--- src/rtl/wiper_ctl_pkg.sv ---
// constants and types shared by the up/down wiper controller
package wiper_ctl_pkg;

   // ----------------------------------------------------------------
   // register map (byte addresses, one aligned word each)
   // ----------------------------------------------------------------
   localparam int unsigned ADDR_W      = 12;
   localparam logic [11:0] ADDR_CTRL   = 12'h000;
   localparam logic [11:0] ADDR_STATUS = 12'h004;
   localparam logic [11:0] ADDR_DIV    = 12'h008;
   localparam logic [11:0] ADDR_SHADOW = 12'h00C;

   // ----------------------------------------------------------------
   // field positions
   // ----------------------------------------------------------------
   localparam int unsigned CTRL_GO_BIT    = 0;
   localparam int unsigned CTRL_ELEV_BIT  = 1;
   localparam int unsigned CTRL_UP_BIT    = 2;
   localparam int unsigned CTRL_KEEP_BIT  = 3;
   localparam int unsigned CTRL_STEPS_LSB = 8;
   localparam int unsigned CTRL_STEPS_MSB = 14;
   localparam int unsigned STAT_BUSY_BIT  = 0;
   localparam int unsigned STAT_DONE_BIT  = 1;
   localparam int unsigned STAT_FRZ_BIT   = 2;
   localparam int unsigned STAT_POS_LSB   = 8;
   localparam int unsigned STAT_POS_MSB   = 13;
   localparam int unsigned STAT_NV_LSB    = 16;
   localparam int unsigned STAT_NV_MSB    = 21;
   localparam int unsigned SHD_FRZ_BIT    = 8;

   // ----------------------------------------------------------------
   // wiper codes and reset values
   // ----------------------------------------------------------------
   localparam int unsigned POS_W       = 6;
   localparam int unsigned STEPS_W     = 7;
   localparam int unsigned DIV_W       = 16;
   localparam logic [5:0]  POS_TOP     = 6'h3F;
   localparam logic [5:0]  POS_BOTTOM  = 6'h00;
   localparam logic [5:0]  POS_DEFAULT = 6'h1F;
   localparam logic [6:0]  STEPS_MAX   = 7'h40;
   localparam logic [15:0] DIV_RESET   = 16'h0031;

   // ----------------------------------------------------------------
   // pin levels and sequencer states
   // ----------------------------------------------------------------
   typedef enum logic [1:0] {
      CS_IDLE_HIGH,
      CS_LOW_SELECT,
      CS_ELEVATED
   } cs_level_t;

   typedef enum logic [2:0] {
      ST_IDLE,
      ST_SETUP,
      ST_SELECT,
      ST_LOW,
      ST_HIGH,
      ST_FINAL,
      ST_RELEASE
   } seq_state_t;

endpackage : wiper_ctl_pkg

--- src/rtl/phase_tick.sv ---
// divider giving a one-cycle enable every div+1 clocks while running
`timescale 1ns/1ns
module phase_tick (
   input  wire logic        pclk,
   input  wire logic        presetn,
   input  wire logic        run,
   input  wire logic [15:0] div,
   output logic             tick
);
   import wiper_ctl_pkg::*;

   logic [DIV_W-1:0] cnt_r;
   logic [DIV_W-1:0] cnt_nxt;

   always_comb begin
      cnt_nxt = cnt_r;
      if (!run || cnt_r >= div) begin
         cnt_nxt = '0;
      end else begin
         cnt_nxt = cnt_r + 16'h0001;
      end
   end

   always_ff @(posedge pclk or negedge presetn) begin
      if (!presetn) begin
         cnt_r <= '0;
      end else begin
         cnt_r <= cnt_nxt;
      end
   end

   assign tick = run && (cnt_r >= div);

endmodule : phase_tick

--- src/rtl/sat_step.sv ---
// one saturating step of the 6-bit wiper code
`timescale 1ns/1ns
module sat_step (
   input  wire logic [5:0] pos,
   input  wire logic       up,
   output logic [5:0]      pos_stepped
);
   import wiper_ctl_pkg::*;

   always_comb begin
      pos_stepped = pos;
      if (up && pos != POS_TOP) begin
         pos_stepped = pos + 6'h01;
      end else if (!up && pos != POS_BOTTOM) begin
         pos_stepped = pos - 6'h01;
      end
   end

endmodule : sat_step

--- src/rtl/wiper_ctl.sv ---
// apb-programmed controller driving the chip-select and step/direction pins
// ----------------------------------------------------------------
// Functional notes
// - low select from idle starts a normal step command, store optional.
// - elevated select from idle starts a command that steps, always stores and sets or clears freeze.
// - step input level at select entry picks up or down; set beforehand.
// - step input level at chip-select release decides storing, or freeze when elevated.
// ----------------------------------------------------------------
`timescale 1ns/1ns
module wiper_ctl (
   input  wire logic                        pclk,
   input  wire logic                        presetn,
   input  wire logic                        psel,
   input  wire logic                        penable,
   input  wire logic                        pwrite,
   input  wire logic [wiper_ctl_pkg::ADDR_W-1:0] paddr,
   input  wire logic [31:0]                 pwdata,
   output logic [31:0]                      prdata,
   output logic                             pready,
   output logic                             pslverr,
   output logic                             cs_oe,
   output wiper_ctl_pkg::cs_level_t         cs_level,
   output logic                             ud_out
);
   import wiper_ctl_pkg::*;

   // ----------------------------------------------------------------
   // state
   // ----------------------------------------------------------------
   seq_state_t             st_r, st_nxt;
   logic                   elev_r, elev_nxt;
   logic                   up_r, up_nxt;
   logic                   keep_r, keep_nxt;
   logic [STEPS_W-1:0]     steps_r, steps_nxt;
   logic [DIV_W-1:0]       div_r, div_nxt;
   logic [POS_W-1:0]       pos_r, pos_nxt;
   logic [POS_W-1:0]       nv_pos_r, nv_pos_nxt;
   logic                   freeze_r, freeze_nxt;
   logic                   done_r, done_nxt;
   logic                   ud_r, ud_nxt;
   logic [31:0]            prdata_r, prdata_nxt;
   logic                   tick;
   logic [POS_W-1:0]       pos_stepped;
   logic                   wr_acc, rd_setup, mapped;

   assign wr_acc   = psel && penable && pwrite;
   assign rd_setup = psel && !penable && !pwrite;
   assign mapped   = (paddr == ADDR_CTRL) || (paddr == ADDR_STATUS) ||
                     (paddr == ADDR_DIV) || (paddr == ADDR_SHADOW);

   phase_tick u_tick (
      .pclk    (pclk),
      .presetn (presetn),
      .run     (st_r != ST_IDLE),
      .div     (div_r),
      .tick    (tick)
   );

   sat_step u_step (
      .pos         (pos_r),
      .up          (up_r),
      .pos_stepped (pos_stepped)
   );

   // ----------------------------------------------------------------
   // apb slave: zero wait states, error on unmapped
   // ----------------------------------------------------------------
   assign pready  = 1'b1;
   assign pslverr = psel && penable && !mapped;
   assign prdata  = prdata_r;

   always_comb begin
      prdata_nxt = prdata_r;
      if (rd_setup) begin
         prdata_nxt = '0;
         case (paddr)
            ADDR_CTRL: begin
               prdata_nxt[CTRL_ELEV_BIT] = elev_r;
               prdata_nxt[CTRL_UP_BIT]   = up_r;
               prdata_nxt[CTRL_KEEP_BIT] = keep_r;
               prdata_nxt[CTRL_STEPS_MSB:CTRL_STEPS_LSB] = steps_r;
            end
            ADDR_STATUS: begin
               prdata_nxt[STAT_BUSY_BIT] = (st_r != ST_IDLE);
               prdata_nxt[STAT_DONE_BIT] = done_r;
               prdata_nxt[STAT_FRZ_BIT]  = freeze_r;
               prdata_nxt[STAT_POS_MSB:STAT_POS_LSB] = pos_r;      // host-side model, device is write-only
               prdata_nxt[STAT_NV_MSB:STAT_NV_LSB]   = nv_pos_r;
            end
            ADDR_DIV:    prdata_nxt[DIV_W-1:0] = div_r;
            ADDR_SHADOW: begin
               prdata_nxt[POS_W-1:0]   = pos_r;
               prdata_nxt[SHD_FRZ_BIT] = freeze_r;
            end
            default: prdata_nxt = '0;
         endcase
      end
   end

   // ----------------------------------------------------------------
   // command sequencer
   // ----------------------------------------------------------------
   always_comb begin
      st_nxt     = st_r;
      elev_nxt   = elev_r;
      up_nxt     = up_r;
      keep_nxt   = keep_r;
      steps_nxt  = steps_r;
      div_nxt    = div_r;
      pos_nxt    = pos_r;
      nv_pos_nxt = nv_pos_r;
      freeze_nxt = freeze_r;
      done_nxt   = done_r;
      ud_nxt     = ud_r;
      if (wr_acc && paddr == ADDR_DIV) begin
         div_nxt = pwdata[DIV_W-1:0];
      end
      if (st_r == ST_IDLE && wr_acc && paddr == ADDR_SHADOW) begin
         pos_nxt    = pwdata[POS_W-1:0];
         nv_pos_nxt = pwdata[POS_W-1:0];
         freeze_nxt = pwdata[SHD_FRZ_BIT];
      end
      case (st_r)
         ST_IDLE: begin
            if (wr_acc && paddr == ADDR_CTRL && pwdata[CTRL_GO_BIT]) begin
               elev_nxt  = pwdata[CTRL_ELEV_BIT];
               up_nxt    = pwdata[CTRL_UP_BIT];
               keep_nxt  = pwdata[CTRL_KEEP_BIT];
               steps_nxt = (pwdata[CTRL_STEPS_MSB:CTRL_STEPS_LSB] > STEPS_MAX) ?
                           STEPS_MAX : pwdata[CTRL_STEPS_MSB:CTRL_STEPS_LSB];   // 64 codes at most
               ud_nxt    = pwdata[CTRL_UP_BIT];                                // direction set before select
               done_nxt  = 1'b0;
               st_nxt    = ST_SETUP;
            end
         end
         ST_SETUP: begin
            if (tick) begin
               st_nxt = ST_SELECT;                                            // select edge with ud stable
            end
         end
         ST_SELECT: begin
            if (tick) begin
               st_nxt = (steps_r == '0) ? ST_FINAL : ST_LOW;
               if (steps_r == '0) begin
                  ud_nxt = keep_r & ud_r;                                     // never a rising edge here
               end else begin
                  ud_nxt = 1'b0;
               end
            end
         end
         ST_LOW: begin
            if (tick) begin
               ud_nxt    = 1'b1;                                              // rise steps the device
               steps_nxt = steps_r - 7'h01;
               st_nxt    = ST_HIGH;
               if (elev_r || !freeze_r) begin
                  pos_nxt = pos_stepped;                                      // saturating one-code move
               end
            end
         end
         ST_HIGH: begin
            if (tick) begin
               if (steps_r != '0) begin
                  ud_nxt = 1'b0;
                  st_nxt = ST_LOW;
               end else begin
                  ud_nxt = keep_r;                                            // store/freeze choice
                  st_nxt = ST_FINAL;
               end
            end
         end
         ST_FINAL: begin
            if (tick) begin
               st_nxt = ST_RELEASE;
               if (elev_r) begin
                  nv_pos_nxt = pos_r;                                         // elevated always stores
                  freeze_nxt = ud_r;
               end else if (ud_r && !freeze_r) begin
                  nv_pos_nxt = pos_r;
               end
            end
         end
         ST_RELEASE: begin
            if (tick) begin
               st_nxt   = ST_IDLE;                                            // chip select left undriven
               done_nxt = 1'b1;
            end
         end
         default: st_nxt = ST_IDLE;
      endcase
   end

   always_ff @(posedge pclk or negedge presetn) begin
      if (!presetn) begin
         st_r     <= ST_IDLE;
         elev_r   <= 1'b0;
         up_r     <= 1'b0;
         keep_r   <= 1'b0;
         steps_r  <= '0;
         div_r    <= DIV_RESET;
         pos_r    <= POS_DEFAULT;                                             // factory mid-scale
         nv_pos_r <= POS_DEFAULT;
         freeze_r <= 1'b0;
         done_r   <= 1'b0;
         ud_r     <= 1'b0;
         prdata_r <= '0;
      end else begin
         st_r     <= st_nxt;
         elev_r   <= elev_nxt;
         up_r     <= up_nxt;
         keep_r   <= keep_nxt;
         steps_r  <= steps_nxt;
         div_r    <= div_nxt;
         pos_r    <= pos_nxt;
         nv_pos_r <= nv_pos_nxt;
         freeze_r <= freeze_nxt;
         done_r   <= done_nxt;
         ud_r     <= ud_nxt;
         prdata_r <= prdata_nxt;
      end
   end

   // ----------------------------------------------------------------
   // pin drive
   // ----------------------------------------------------------------
   logic cs_active;
   assign cs_active = (st_r == ST_SELECT) || (st_r == ST_LOW) ||
                      (st_r == ST_HIGH) || (st_r == ST_FINAL);
   assign cs_oe    = (st_r != ST_IDLE);
   assign cs_level = !cs_active ? CS_IDLE_HIGH :
                     (elev_r ? CS_ELEVATED : CS_LOW_SELECT);                  // two high levels kept apart
   assign ud_out   = ud_r;
endmodule : wiper_ctl

--- config.mk ---
export PLATFORM = sky130hd
export DESIGN_NAME = wiper_ctl
export DESIGN_NICKNAME = d
export VERILOG_FILES = /design/src/rtl/wiper_ctl_pkg.sv /design/src/rtl/phase_tick.sv /design/src/rtl/sat_step.sv /design/src/rtl/wiper_ctl.sv
export SDC_FILE = /design/constraint.sdc
export NUM_CORES = 1
export LEC_CHECK = 0
export BUFFER_PORTS_ARGS = -buffer_cell sky130_fd_sc_hd__buf_2
export CAP_MARGIN = 30
export CORE_MARGIN = 5
export CORE_UTILIZATION = 45
export CTS_CLUSTER_SIZE = 30
export DETAILED_ROUTE_END_ITERATION = 16
export GPL_TIMING_DRIVEN = 0
export PLACE_DENSITY = 0.78
export SETUP_SLACK_MARGIN = 0.05
export SYNTH_ARGS = -nofsm -noshare
export SYNTH_HDL_FRONTEND = slang
export SYNTH_SLANG_ARGS = --single-unit
--- constraint.sdc ---
create_clock -name pclk -period 4.7 [get_ports pclk]
set_clock_uncertainty 0.2 [all_clocks]
set_input_delay 0.47 -clock pclk [delete_from_list [all_inputs] [get_ports pclk]]
set_output_delay 0.47 -clock pclk [all_outputs]
set_load 0.05 [all_outputs]
Word level (Yosys, flattened, before mapping)

Index checks and enable logic that the tools add are counted.

Register bits after elaboration: 82
Output and inout bits: 38
Logic and storage cells: 131

Reductions and logical operators: 42
Muxes and demuxes: 51
Equal/unequal tests: 18
Bitwise operators: 1
$lt $le $gt $ge: 2
Add/subtract/negate cells: 4

Operators with widths:

| operator                                                               | count |
|---|---|
| 6-bit two-way mux                                                      | 12 |
| 3-bit two-way mux                                                      | 9 |
| 12-bit by 4-bit equality test with 1-bit output, second input constant | 2 |
| 7-bit two-way mux                                                      | 3 |
| 3-bit one-hot mux with 7 select lines                                  | 1 |
| 16-bit by 1-bit adder with 16-bit output, second input constant        | 1 |
| 16-bit greater-or-equal comparator                                     | 1 |
| 16-bit two-way mux                                                     | 1 |
| 5-bit one-hot mux with 3 select lines                                  | 1 |
| 1-bit logical AND                                                      | 14 |
| 7-bit one-hot mux with 2 select lines                                  | 1 |
| 12-bit by 3-bit equality test with 1-bit output, second input constant | 1 |
| 12-bit zero test                                                       | 1 |
| 1-bit two-way mux                                                      | 12 |
| 2-bit != test, second input constant                                   | 6 |
| 3-bit equality test, second input constant                             | 3 |
| 1-bit logical OR                                                       | 8 |
| 1-bit one-hot mux with 4 select lines                                  | 2 |
| 2-bit one-hot mux with 4 select lines                                  | 1 |
| 7-bit greater-than comparator, second input constant                   | 1 |
| 7-bit zero test                                                        | 1 |
| 7-bit AND reduction                                                    | 1 |
| 7-bit nonzero test                                                     | 1 |
| 7-bit by 1-bit subtractor with 7-bit output, second input constant     | 1 |
| 21 further kinds                                                       | 33 |

Logic depth before layout (Yosys ltp)

Gate-level depths: netlist of run 1.

Depth in word-level cells: 9
Gate-level depth with buffers: 10
Mapped depth without buffers: 9

By module

Synthesis of run 1 repeated with hierarchy kept, for this count alone.

Cells, all modules: 523
Area, all modules: 4,840.9 um2

By module, submodules not included:

| module     | times used | cells an instance | area an instance (um2) |
|---|---|---|---|
| wiper_ctl  | 1          | 349               | 3,338.2 |
| phase_tick | 1          | 127               | 1,182.4 |
| sat_step   | 1          | 47                | 320.3 |

Least setup slack after synthesis of run 1

OpenSTA, ideal clock, no wires.

Path kind: reg-to-reg
From: reg pos_r[0]
To: reg pos_r[4]
Arrival: 2,490 ps
Library setup time: 82 ps
Path slack: 1,928 ps
Cell stages (with the launch flop): 10
Period minus slack after synthesis: 2,772 ps
Path buffers: 1
Cell sequence: dfstp_2 -> clkbuf_1 -> nand2_1 -> o21ai_0 -> ha_1 -> a21o_1 -> a21oi_1 -> xor2_1 -> o21ai_0 -> mux2_2

Cells in the longest elaborated chain, start to end: 6
Elaborated cells on any way between the ends: 12
Those cells by class: add/sub (2); eq/ne (2); mux (5); reduce/logical (3)

RTL lines:

| item                                                                         | line                           | text |
|---|---|---|
| from (decl)                                                                  | wiper_ctl.sv:36                | `logic [POS_W-1:0] pos_r, pos_nxt;` |
| from (signal assigned)                                                       | wiper_ctl.sv:214               | `pos_r <= pos_nxt;` |
| 6-bit by 1-bit subtractor with 6-bit output or 6-bit != test (tied branches) | sat_step.sv:15, sat_step.sv:12 |  |
| 6-bit two-way mux or 1-bit logical AND (tied branches)                       | sat_step.sv:14, sat_step.sv:12 |  |
| 6-bit two-way mux                                                            | sat_step.sv:12                 | `if (up && pos != POS_TOP) begin` |
| 6-bit two-way mux                                                            | wiper_ctl.sv:156               | `if (elev_r \|\| !freeze_r) begin` |
| 6-bit two-way mux                                                            | wiper_ctl.sv:152               | `if (tick) begin` |
| 6-bit two-way mux                                                            | wiper_ctl.sv:123               | `case (st_r)` |

Several ways; a longest one is shown, not always the timed one. The select of a mux whose other input is x is not followed.
A chain may end at the register's enable or synchronous reset.

Worst setup path in the final report of run 1

From: reg pos_r[0]
To: reg pos_r[5]

Same word-level chain as after synthesis.

==> summary.md, run 1 <==
| Metric | Value |
|---|---|
| Core box area | `between 10000 and 15000 sq um` |
| Outcome | `finished clean` |
| Seq cells post-synth | `82` |
| Total Die Area | `12920 sq um` |
| Reg2Reg Depth | `10` |
| Post-synthesis cell count | `520` |
| CTS Buf Count | `9` |
| Static Leak | `between 2 and 3 nW` |
| Crit path kind | `reg -> reg` |
| Final Non-Filler Cells | `740` |
| Initial Util | `46.41%` |
| Setup TNS | `0 ps` |
| Chip width | `113.7 microns` |
| I/O Pins | `87` |
| Min cycle time layout | `3496 ps` |
| R2R Path End | `pos_r[5]$_DFFE_PN0P_` |
| Number of synthesis warnings | `0` |
| Avg Cell Area, Syn | `9.297 sq um` |
| Netlist cell types | `57` |
| Hold path startpoint | `pwdata[15]` |
| Placed cell areas | `5354 sq um` |
| Post-Synth Simple-Gate Area | `18.48%` |
| Initial antenna violation count | `0` |
| Vias | `between 4k and 5k` |
| CTS root buf | `clkbuf_8` |
| Finished Core Util | `53.47%` |
| Hold Path Class | `in -> reg` |
| Residual DRC | `0` |
| Crit path required time | `4730 ps` |
| Design area | `5569 sq um` |
| Clk slew on worst S/H paths | `100 ps` |
| Max FO, Critical Path | `9` |
| Period utilization | `74.38%` |
| Post-synthesis compound-gate area fraction | `13.43%` |
| Final hold viol count | `0` |
| Fin. max-slew vios | `0` |
| Wire length per cell | `16.47 microns` |
| Cell mode on critical path | `a21oi_1` |
| Fin nets | `between 600 and 700` |
| DRT Pass-1 Iters | `5` |
| Critical path, cell by cell | `clkbuf_1 > nand2_1 > o21ai_0 > ha_1 > a211oi_1 > o21bai_1 > a21oi_1 > a21oi_1 > nor3_1 > mux2i_1` |
| Hpwl dp | `~9.5 mm` |
| Area Growth Syn to Fin | `15.19%` |
| Register area share after synthesis | `a little over two fifths` |
| Synth Area in Adders | `6.108%` |
| Vias in the first global route | `between 4k and 5k` |
| Gr ovfl total | `0` |
| Die Ht | `113.7 microns` |
| RSZ-0062 raised after global routing | `false` |
| Pwr Density | `243.0 nW/um^2` |
| Mux contribution to synthesized area | `9.964%` |
| Slowest CP cell | `o21ai_0` |
| Worst rel slew slack | `around half` |
| Hold depth | `3` |
| FF-to-FF setup slack | `1200 ps` |
| CP max stage delay | `~650 ps` |
| Final setup violation count | `0` |
| CTS Sinks | `82` |
| Async SR Flop Fraction | `100.0%` |
| Post-Syn Area | `4835 sq um` |
| Post_cts resized | `0` |
| Number of cell rows | `37` |
| Peak supply drop | `0.0001212 V` |
| Routability cong. | `around 0.9` |
| Initial drt markers | `around 300` |
| Critical path arrival | `between 3000 and 4000 ps` |
| Fmax | `0.2861 GHz` |
| Least-Margin Pin Slew | `754.6 ps` |
| Post-synth EDFFs | `0` |
| Total track usage | `19.47%` |
| Startpoint types | `flop` |
| WHS | `122.5 ps` |
| DR vias/cell | `5.516` |
| Post-DRT Antenna Nets | `0` |
| Post-Place Cells | `~720` |
| Number of diodes | `0` |
| Worst Setup End Kind | `flop` |
| Max Cap Viol | `0` |
| Main synth FF type | `dfrtp_1` |
| Clock Path Buffers | `2` |
| Post-Route WL | `12.19 mm` |
| First-pass GRT wire length | `approximately 20 mm` |
| Layout cells sized above 1 | `21.85%` |
| Largest net degree at the start of global routing | `64` |
| H-Tree Level Count | `3` |
| CTS tree | `built` |
| XOR/XNOR share of the synthesized area | `3.261%` |
| Largest family of logic cells by synthesized area | `simple AND/OR/NAND/NOR gates` |
| IO Port Bufs | `57` |
| Hold endpoint | `div_r[15]$_DFFE_PN0P_` |
| Clock latency on the worst-skew pair | `370 ps` |
| Reg2Reg Launch Point | `pos_r[0]$_DFFE_PN1P_` |
==> power breakdown <==
part	leakage, nW	total [mW]	switching [mW]	internal [mW]
Sequential	0.985	0.706	0.000297	0.706
Combinational	1.61	0.0957	0.0656	0.0300
Clock	0.102	0.551	0.296	0.255
Total	2.70	1.35	0.362	0.991
==> final cells by class <==
type | instances | area [sq um]
buffer | 36 | 195.2
fill | 936 | 4847
inverter | 23 | 86.33
timing repair buffer | 59 | 325.3
clock inverter | 7 | 81.33
tap | 136 | 170.2
sequential | 82 | 2068
clock buffer | 9 | 123.9
multi-input combinational | 388 | 2519
==> layout by cell type, fill, tap and decap left out, types with 10 or more instances in the layout <==
| master | instances |
|---|---|
| ha_1 | 22 |
| conb_1 | 11 |
| inv_1 | 23 |
| buf_2 | 62 |
| xor2_1 | 13 |
| nor2_1 | 43 |
| a21oi_1 | 27 |
| dfstp_2 | 13 |
| mux2_1 | 10 |
| dfrtp_1 | 69 |
| mux2i_1 | 11 |
| mux2_2 | 17 |
| o21ai_0 | 41 |
| clkbuf_1 | 15 |
| nand2_1 | 83 |
| buf_4 | 13 |
==> routing by layer <==
metal,track usage (%),up-vias,share of wire (%)
met1,26.66,1923,45
met4,5.849,0,2.2
met5,0,-,0
li1,-,1961,-
met2,31.21,166,45
met3,3.979,32,7.1
==> cells by family after synthesis <==
logic type      Yosys count
other cells               2
buf+inv                  59
mux                      41
compound gates          107
simple gates            188
fa+ha+maj                23
xor+xnor                 18
flops                    82
==> Yosys cell counts (10+ instances only) <==
master | instances | area, sq um
nand2_1 | 83 | 311.6
mux2i_1 | 11 | 110.1
buf_4 | 12 | 90.09
dfrtp_1 | 69 | 1727
mux2_1 | 10 | 112.6
dfstp_2 | 13 | 341.6
xor2_1 | 13 | 113.9
ha_1 | 22 | 275.3
mux2_2 | 17 | 191.4
a21oi_1 | 27 | 135.1
clkbuf_1 | 15 | 56.30
o21ai_0 | 41 | 205.2
inv_1 | 23 | 86.33
nor2_1 | 43 | 161.4
==> critical path: cells and delay by family (launching register included) <==
kind            cells  cell delay, ps
compound gates      5            1280
flops               1             550
simple gates        2             410
buf+inv             1             400
fa+ha+maj           1             390
mux                 1             120
==> worst max path at each step <==
stage / from / endpoint / slack (ps)
floorplan: pos_r[0]$_DFFE_PN1P_ / pos_r[4]$_DFFE_PN1P_ / 1930
global placement: pos_r[0]$_DFFE_PN1P_ / pos_r[5]$_DFFE_PN0P_ / 1570
detailed placement: pos_r[0]$_DFFE_PN1P_ / pos_r[5]$_DFFE_PN0P_ / 1390
CTS: pos_r[0]$_DFFE_PN1P_ / pos_r[5]$_DFFE_PN0P_ / 1300
global route: pos_r[0]$_DFFE_PN1P_ / pos_r[5]$_DFFE_PN0P_ / 1070
finish: pos_r[0]$_DFFE_PN1P_ / pos_r[5]$_DFFE_PN0P_ / 1200
==> stage by stage <==
step | total power, mW | setup slack (ps)
2_1_floorplan | 0.7720 | 1928
3_3_place_gp | 0.8101 | 1572
3_5_place_dp | 0.8150 | 1387
4_1_cts | 1.360 | 1299
5_1_grt | 1.399 | 1073
6_report | 1.353 | 1204
==> state kept, by name, summed over array words and instances, names as in the netlist <==
signal,count
prdata,22
div_r,16
u_tick.cnt_r,16
steps_r,7
nv_pos_r,6
pos_r,6
st_r,3
done_r,1
elev_r,1
freeze_r,1
keep_r,1
ud_out,1
up_r,1
==> what timing repair did <==
| action | in CTS | in global routing |
|---|---|---|
| setup buffers | 0 | 0 |
| endpoints found under the hold margin | 19 | 0 |
| hold buffers | 1 | 0 |
Note: power is estimated with default switching activity, not from simulation.
==> run 2, diff against run 1 <==
==> constraint.sdc (replaced) <==
create_clock -name pclk -period 3.65 [get_ports pclk]
set_clock_uncertainty 0.2 [all_clocks]
set_input_delay 0.365 -clock pclk [delete_from_list [all_inputs] [get_ports pclk]]
set_output_delay 0.365 -clock pclk [all_outputs]
set_load 0.05 [all_outputs]
==> run 2 against run 1 <==
Total power rose by 29%; critical path depth did not move; final cell count did not move; combinational power rose by 29%; sequential cell count did not move; count of clock-buffer cells in the layout did not move; cell area did not move; via count fell by 0.34%; sequential share of layout area did not move; routed wire length fell by 0.11%; sequential power rose by 29%; core utilization did not move; largest power group unchanged; highest routed layer unchanged.
==> summary.md, run 2 (synthesized netlist as in run 1, its figures left out) <==
| Metric | Value |
|---|---|
| Post-Place Cells | `723 (unchanged)` |
| Post-Route WL | `12.18 mm (-0.11%)` |
| Max reg flops | `22 (unchanged)` |
| Placed cell areas | `5354 sq um (unchanged)` |
| Peak supply drop | `0.0001552 V (+28%)` |
| Initial drt markers | `298 (-0.33%)` |
| Vias | `4068 (-0.34%)` |
| Worst Setup EP | `pos_r[5]$_DFFE_PN0P_` |
| Gr ovfl total | `0 (unchanged)` |
| Crit path kind | `reg -> reg` |
| Largest net degree at the start of global routing | `64 (unchanged)` |
| Die Ht | `113.7 microns (unchanged)` |
| Reg2Reg Depth | `10 (unchanged)` |
| H-Tree Level Count | `3 (unchanged)` |
| Outcome | `finished clean` |
| I/O Pins | `87 (unchanged)` |
| Area Growth Syn to Fin | `15.19% (unchanged)` |
| Pwr Density | `312.8 nW/um^2 (+29%)` |
| Final setup violation count | `0 (unchanged)` |
| Max FO, Critical Path | `9 (unchanged)` |
| CTS Buf Count | `9 (unchanged)` |
| Critical path arrival | `3310 ps (-210 ps)` |
| Clock Path Buffers | `2 (unchanged)` |
| Number of diodes | `0 (unchanged)` |
| Min cycle time layout | `3281 ps (-214.9 ps)` |
| IO Port Bufs | `57 (unchanged)` |
| R2R Path End | `pos_r[5]$_DFFE_PN0P_` |
| CP max stage delay | `550 ps (-100 ps)` |
| Sequential share of power | `52.2% (about the same)` |
| First-pass GRT wire length | `20.41 mm (unchanged)` |
| Wire length per cell | `16.45 microns (-0.11%)` |
| Crit path required time | `3680 ps (-1050 ps)` |
| Slowest CP cell | `dfstp_2` |
| Hold Path Class | `in -> reg` |
| Static Leak | `2.696 nW (about the same)` |
| Chip width | `113.7 microns (unchanged)` |
| CTS tree | `built` |
| CTS root buf | `clkbuf_8` |
| Startpoint types | `flop` |
| Setup TNS | `0 ps (unchanged)` |
| CTS Sinks | `82 (unchanged)` |
| Routability cong. | `0.8934 (unchanged)` |
| Max Cap Viol | `0 (unchanged)` |
| RSZ-0062 raised after global routing | `false` |
| Fin nets | `671 (unchanged)` |
| Period utilization | `89.89% (+16 points)` |
| Worst Setup End Kind | `flop` |
| Vias in the first global route | `4122 (unchanged)` |
| Comb power frac | `7.1% (about the same)` |
| Critical path, cell by cell | `clkbuf_1 > nand2_1 > o21ai_1 > ha_1 > a211oi_1 > o21bai_1 > a21oi_1 > a21oi_1 > nor3_1 > mux2i_1` |
| Layout cells sized above 1 | `21.85% (unchanged)` |
| Clock latency on the worst-skew pair | `370 ps (about the same)` |
| FF-to-FF setup slack | `370 ps (-840 ps)` |
| NetSw | `465.7 uW (+29%)` |
| Most frequent cells in the layout | `nand2_1, dfrtp_1, buf_2` |
| WHS | `18.77 ps (-103.8 ps)` |
| DRT Pass-1 Iters | `5 (unchanged)` |
| Reg2Reg Launch Point | `pos_r[0]$_DFFE_PN1P_` |
| Final Non-Filler Cells | `740 (unchanged)` |
| Design area | `5569 sq um (unchanged)` |
| Clk slew on worst S/H paths | `100 ps (about the same)` |
| Critical path startpoint | `pos_r[0]$_DFFE_PN1P_` |
| Worst rel slew slack | `52.66% (+3.5 points)` |
| Initial Util | `46.41% (unchanged)` |
| Least-Margin Pin Slew | `700.3 ps (-54.31 ps)` |
| Post-DRT Antenna Nets | `0 (unchanged)` |
| Commonest non-fill, non-tap cell in the layout | `nand2_1` |
| Final hold viol count | `0 (unchanged)` |
| Power share of the clock group | `40.7% (about the same)` |
| Residual DRC | `0 (unchanged)` |
| Hpwl dp | `9.465 mm (unchanged)` |
| Number of cell rows | `37 (unchanged)` |
| Fill cells | `936 (unchanged)` |
| P_int | `1.276 mW (+29%)` |
| Total track usage | `19.47% (unchanged)` |
| Total Die Area | `12920 sq um (unchanged)` |
| Switching Fraction | `26.73% (about the same)` |
| Fmax | `0.3048 GHz (+6.5%)` |
| Cell mode on critical path | `a21oi_1` |
| Finished Core Util | `53.47% (unchanged)` |
| Initial antenna violation count | `0 (unchanged)` |
| Core box area | `10420 sq um (unchanged)` |
| DR vias/cell | `5.497 (-0.34%)` |
| Fin. max-slew vios | `0 (unchanged)` |
-- run 2: changes by cell type in the layout (fill, tap and decap cells not counted) --
| cell | change |
|---|---|
| o21ai_1 | +1 |
| o21ai_0 | -1 |
-- run 2: metrics by stage --
step	setup WS (ps)	total power, mW
3_3_place_gp	521.8	1.043
5_1_grt	269.3	1.801
3_5_place_dp	337.5	1.049
6_report	369.1	1.742
4_1_cts	248.8	1.751
2_1_floorplan	878.1	0.9940
-- run 2: repair_timing --
item / CTS / global route
hold buffers: 1 / 0
setup buffers: 0 / 0
endpoints found under the hold margin: 19 / 0
gates resized for setup: 0 / 1
endpoints found under the setup margin: 0 / 1
-- run 2: metal layers --
layer | vias up | GRT usage (%) | routed length, microns
li1 | 1960 | - | -
met1 | 1922 | 26.66 | 5507
met2 | 157 | 31.21 | 5551
met3 | 29 | 3.979 | 863
met4 | 0 | 5.849 | 255
met5 | - | 0 | 0
-- run 2: power by group through the flow --
| stage | clock (mW) | sequential (mW) | combinational (mW) |
|---|---|---|---|
| after CTS | 0.717 | 0.909 | 0.124 |
| after global placement | 0 | 0.927 | 0.116 |
| after global routing | 0.755 | 0.910 | 0.136 |
| after detailed placement | 0 | 0.927 | 0.123 |
| after floorplan | 0 | 0.927 | 0.0669 |
| final | 0.710 | 0.909 | 0.123 |
-- run 2: cell type report --
| cell class | instances | area [sq um] | area share, % |
|---|---|---|---|
| Buffer | 36 | 195.2 | 3.505 |
| Clock buffer | 9 | 123.9 | 2.224 |
| Clock inverter | 7 | 81.33 | 1.460 |
| Inverter | 23 | 86.33 | 1.550 |
| Multi-Input combinational cell | 388 | 2519 | 45.23 |
| Sequential cell | 82 | 2068 | 37.14 |
| Tap cell | 136 | 170.2 | 3.055 |
| Timing Repair Buffer | 59 | 325.3 | 5.841 |
-- run 2: worst min-delay path by stage --
stage | from | endpoint | depth (start not counted)
3_5_place_dp | presetn | u_tick.cnt_r[8]$_DFF_PN0_ | 1
3_3_place_gp | prdata[3]$_DFFE_PN0P_ | prdata[3]$_DFFE_PN0P_ | 2
5_1_grt | pwdata[15] | div_r[15]$_DFFE_PN0P_ | 3
2_1_floorplan | presetn | div_r[10]$_DFFE_PN0P_ | 0
6_report | pwdata[15] | div_r[15]$_DFFE_PN0P_ | 3
4_1_cts | pwdata[15] | div_r[15]$_DFFE_PN0P_ | 3
-- run 2: worst max-delay path, delay by kind of cell (launching register included) --
family,cells,cell delay [ps]
buffers and inverters,1,410
muxes,1,120
AOI/OAI and AO/OA,5,1080
DFF,1,550
and+or+nand+nor,2,420
adders and majority gates,1,350
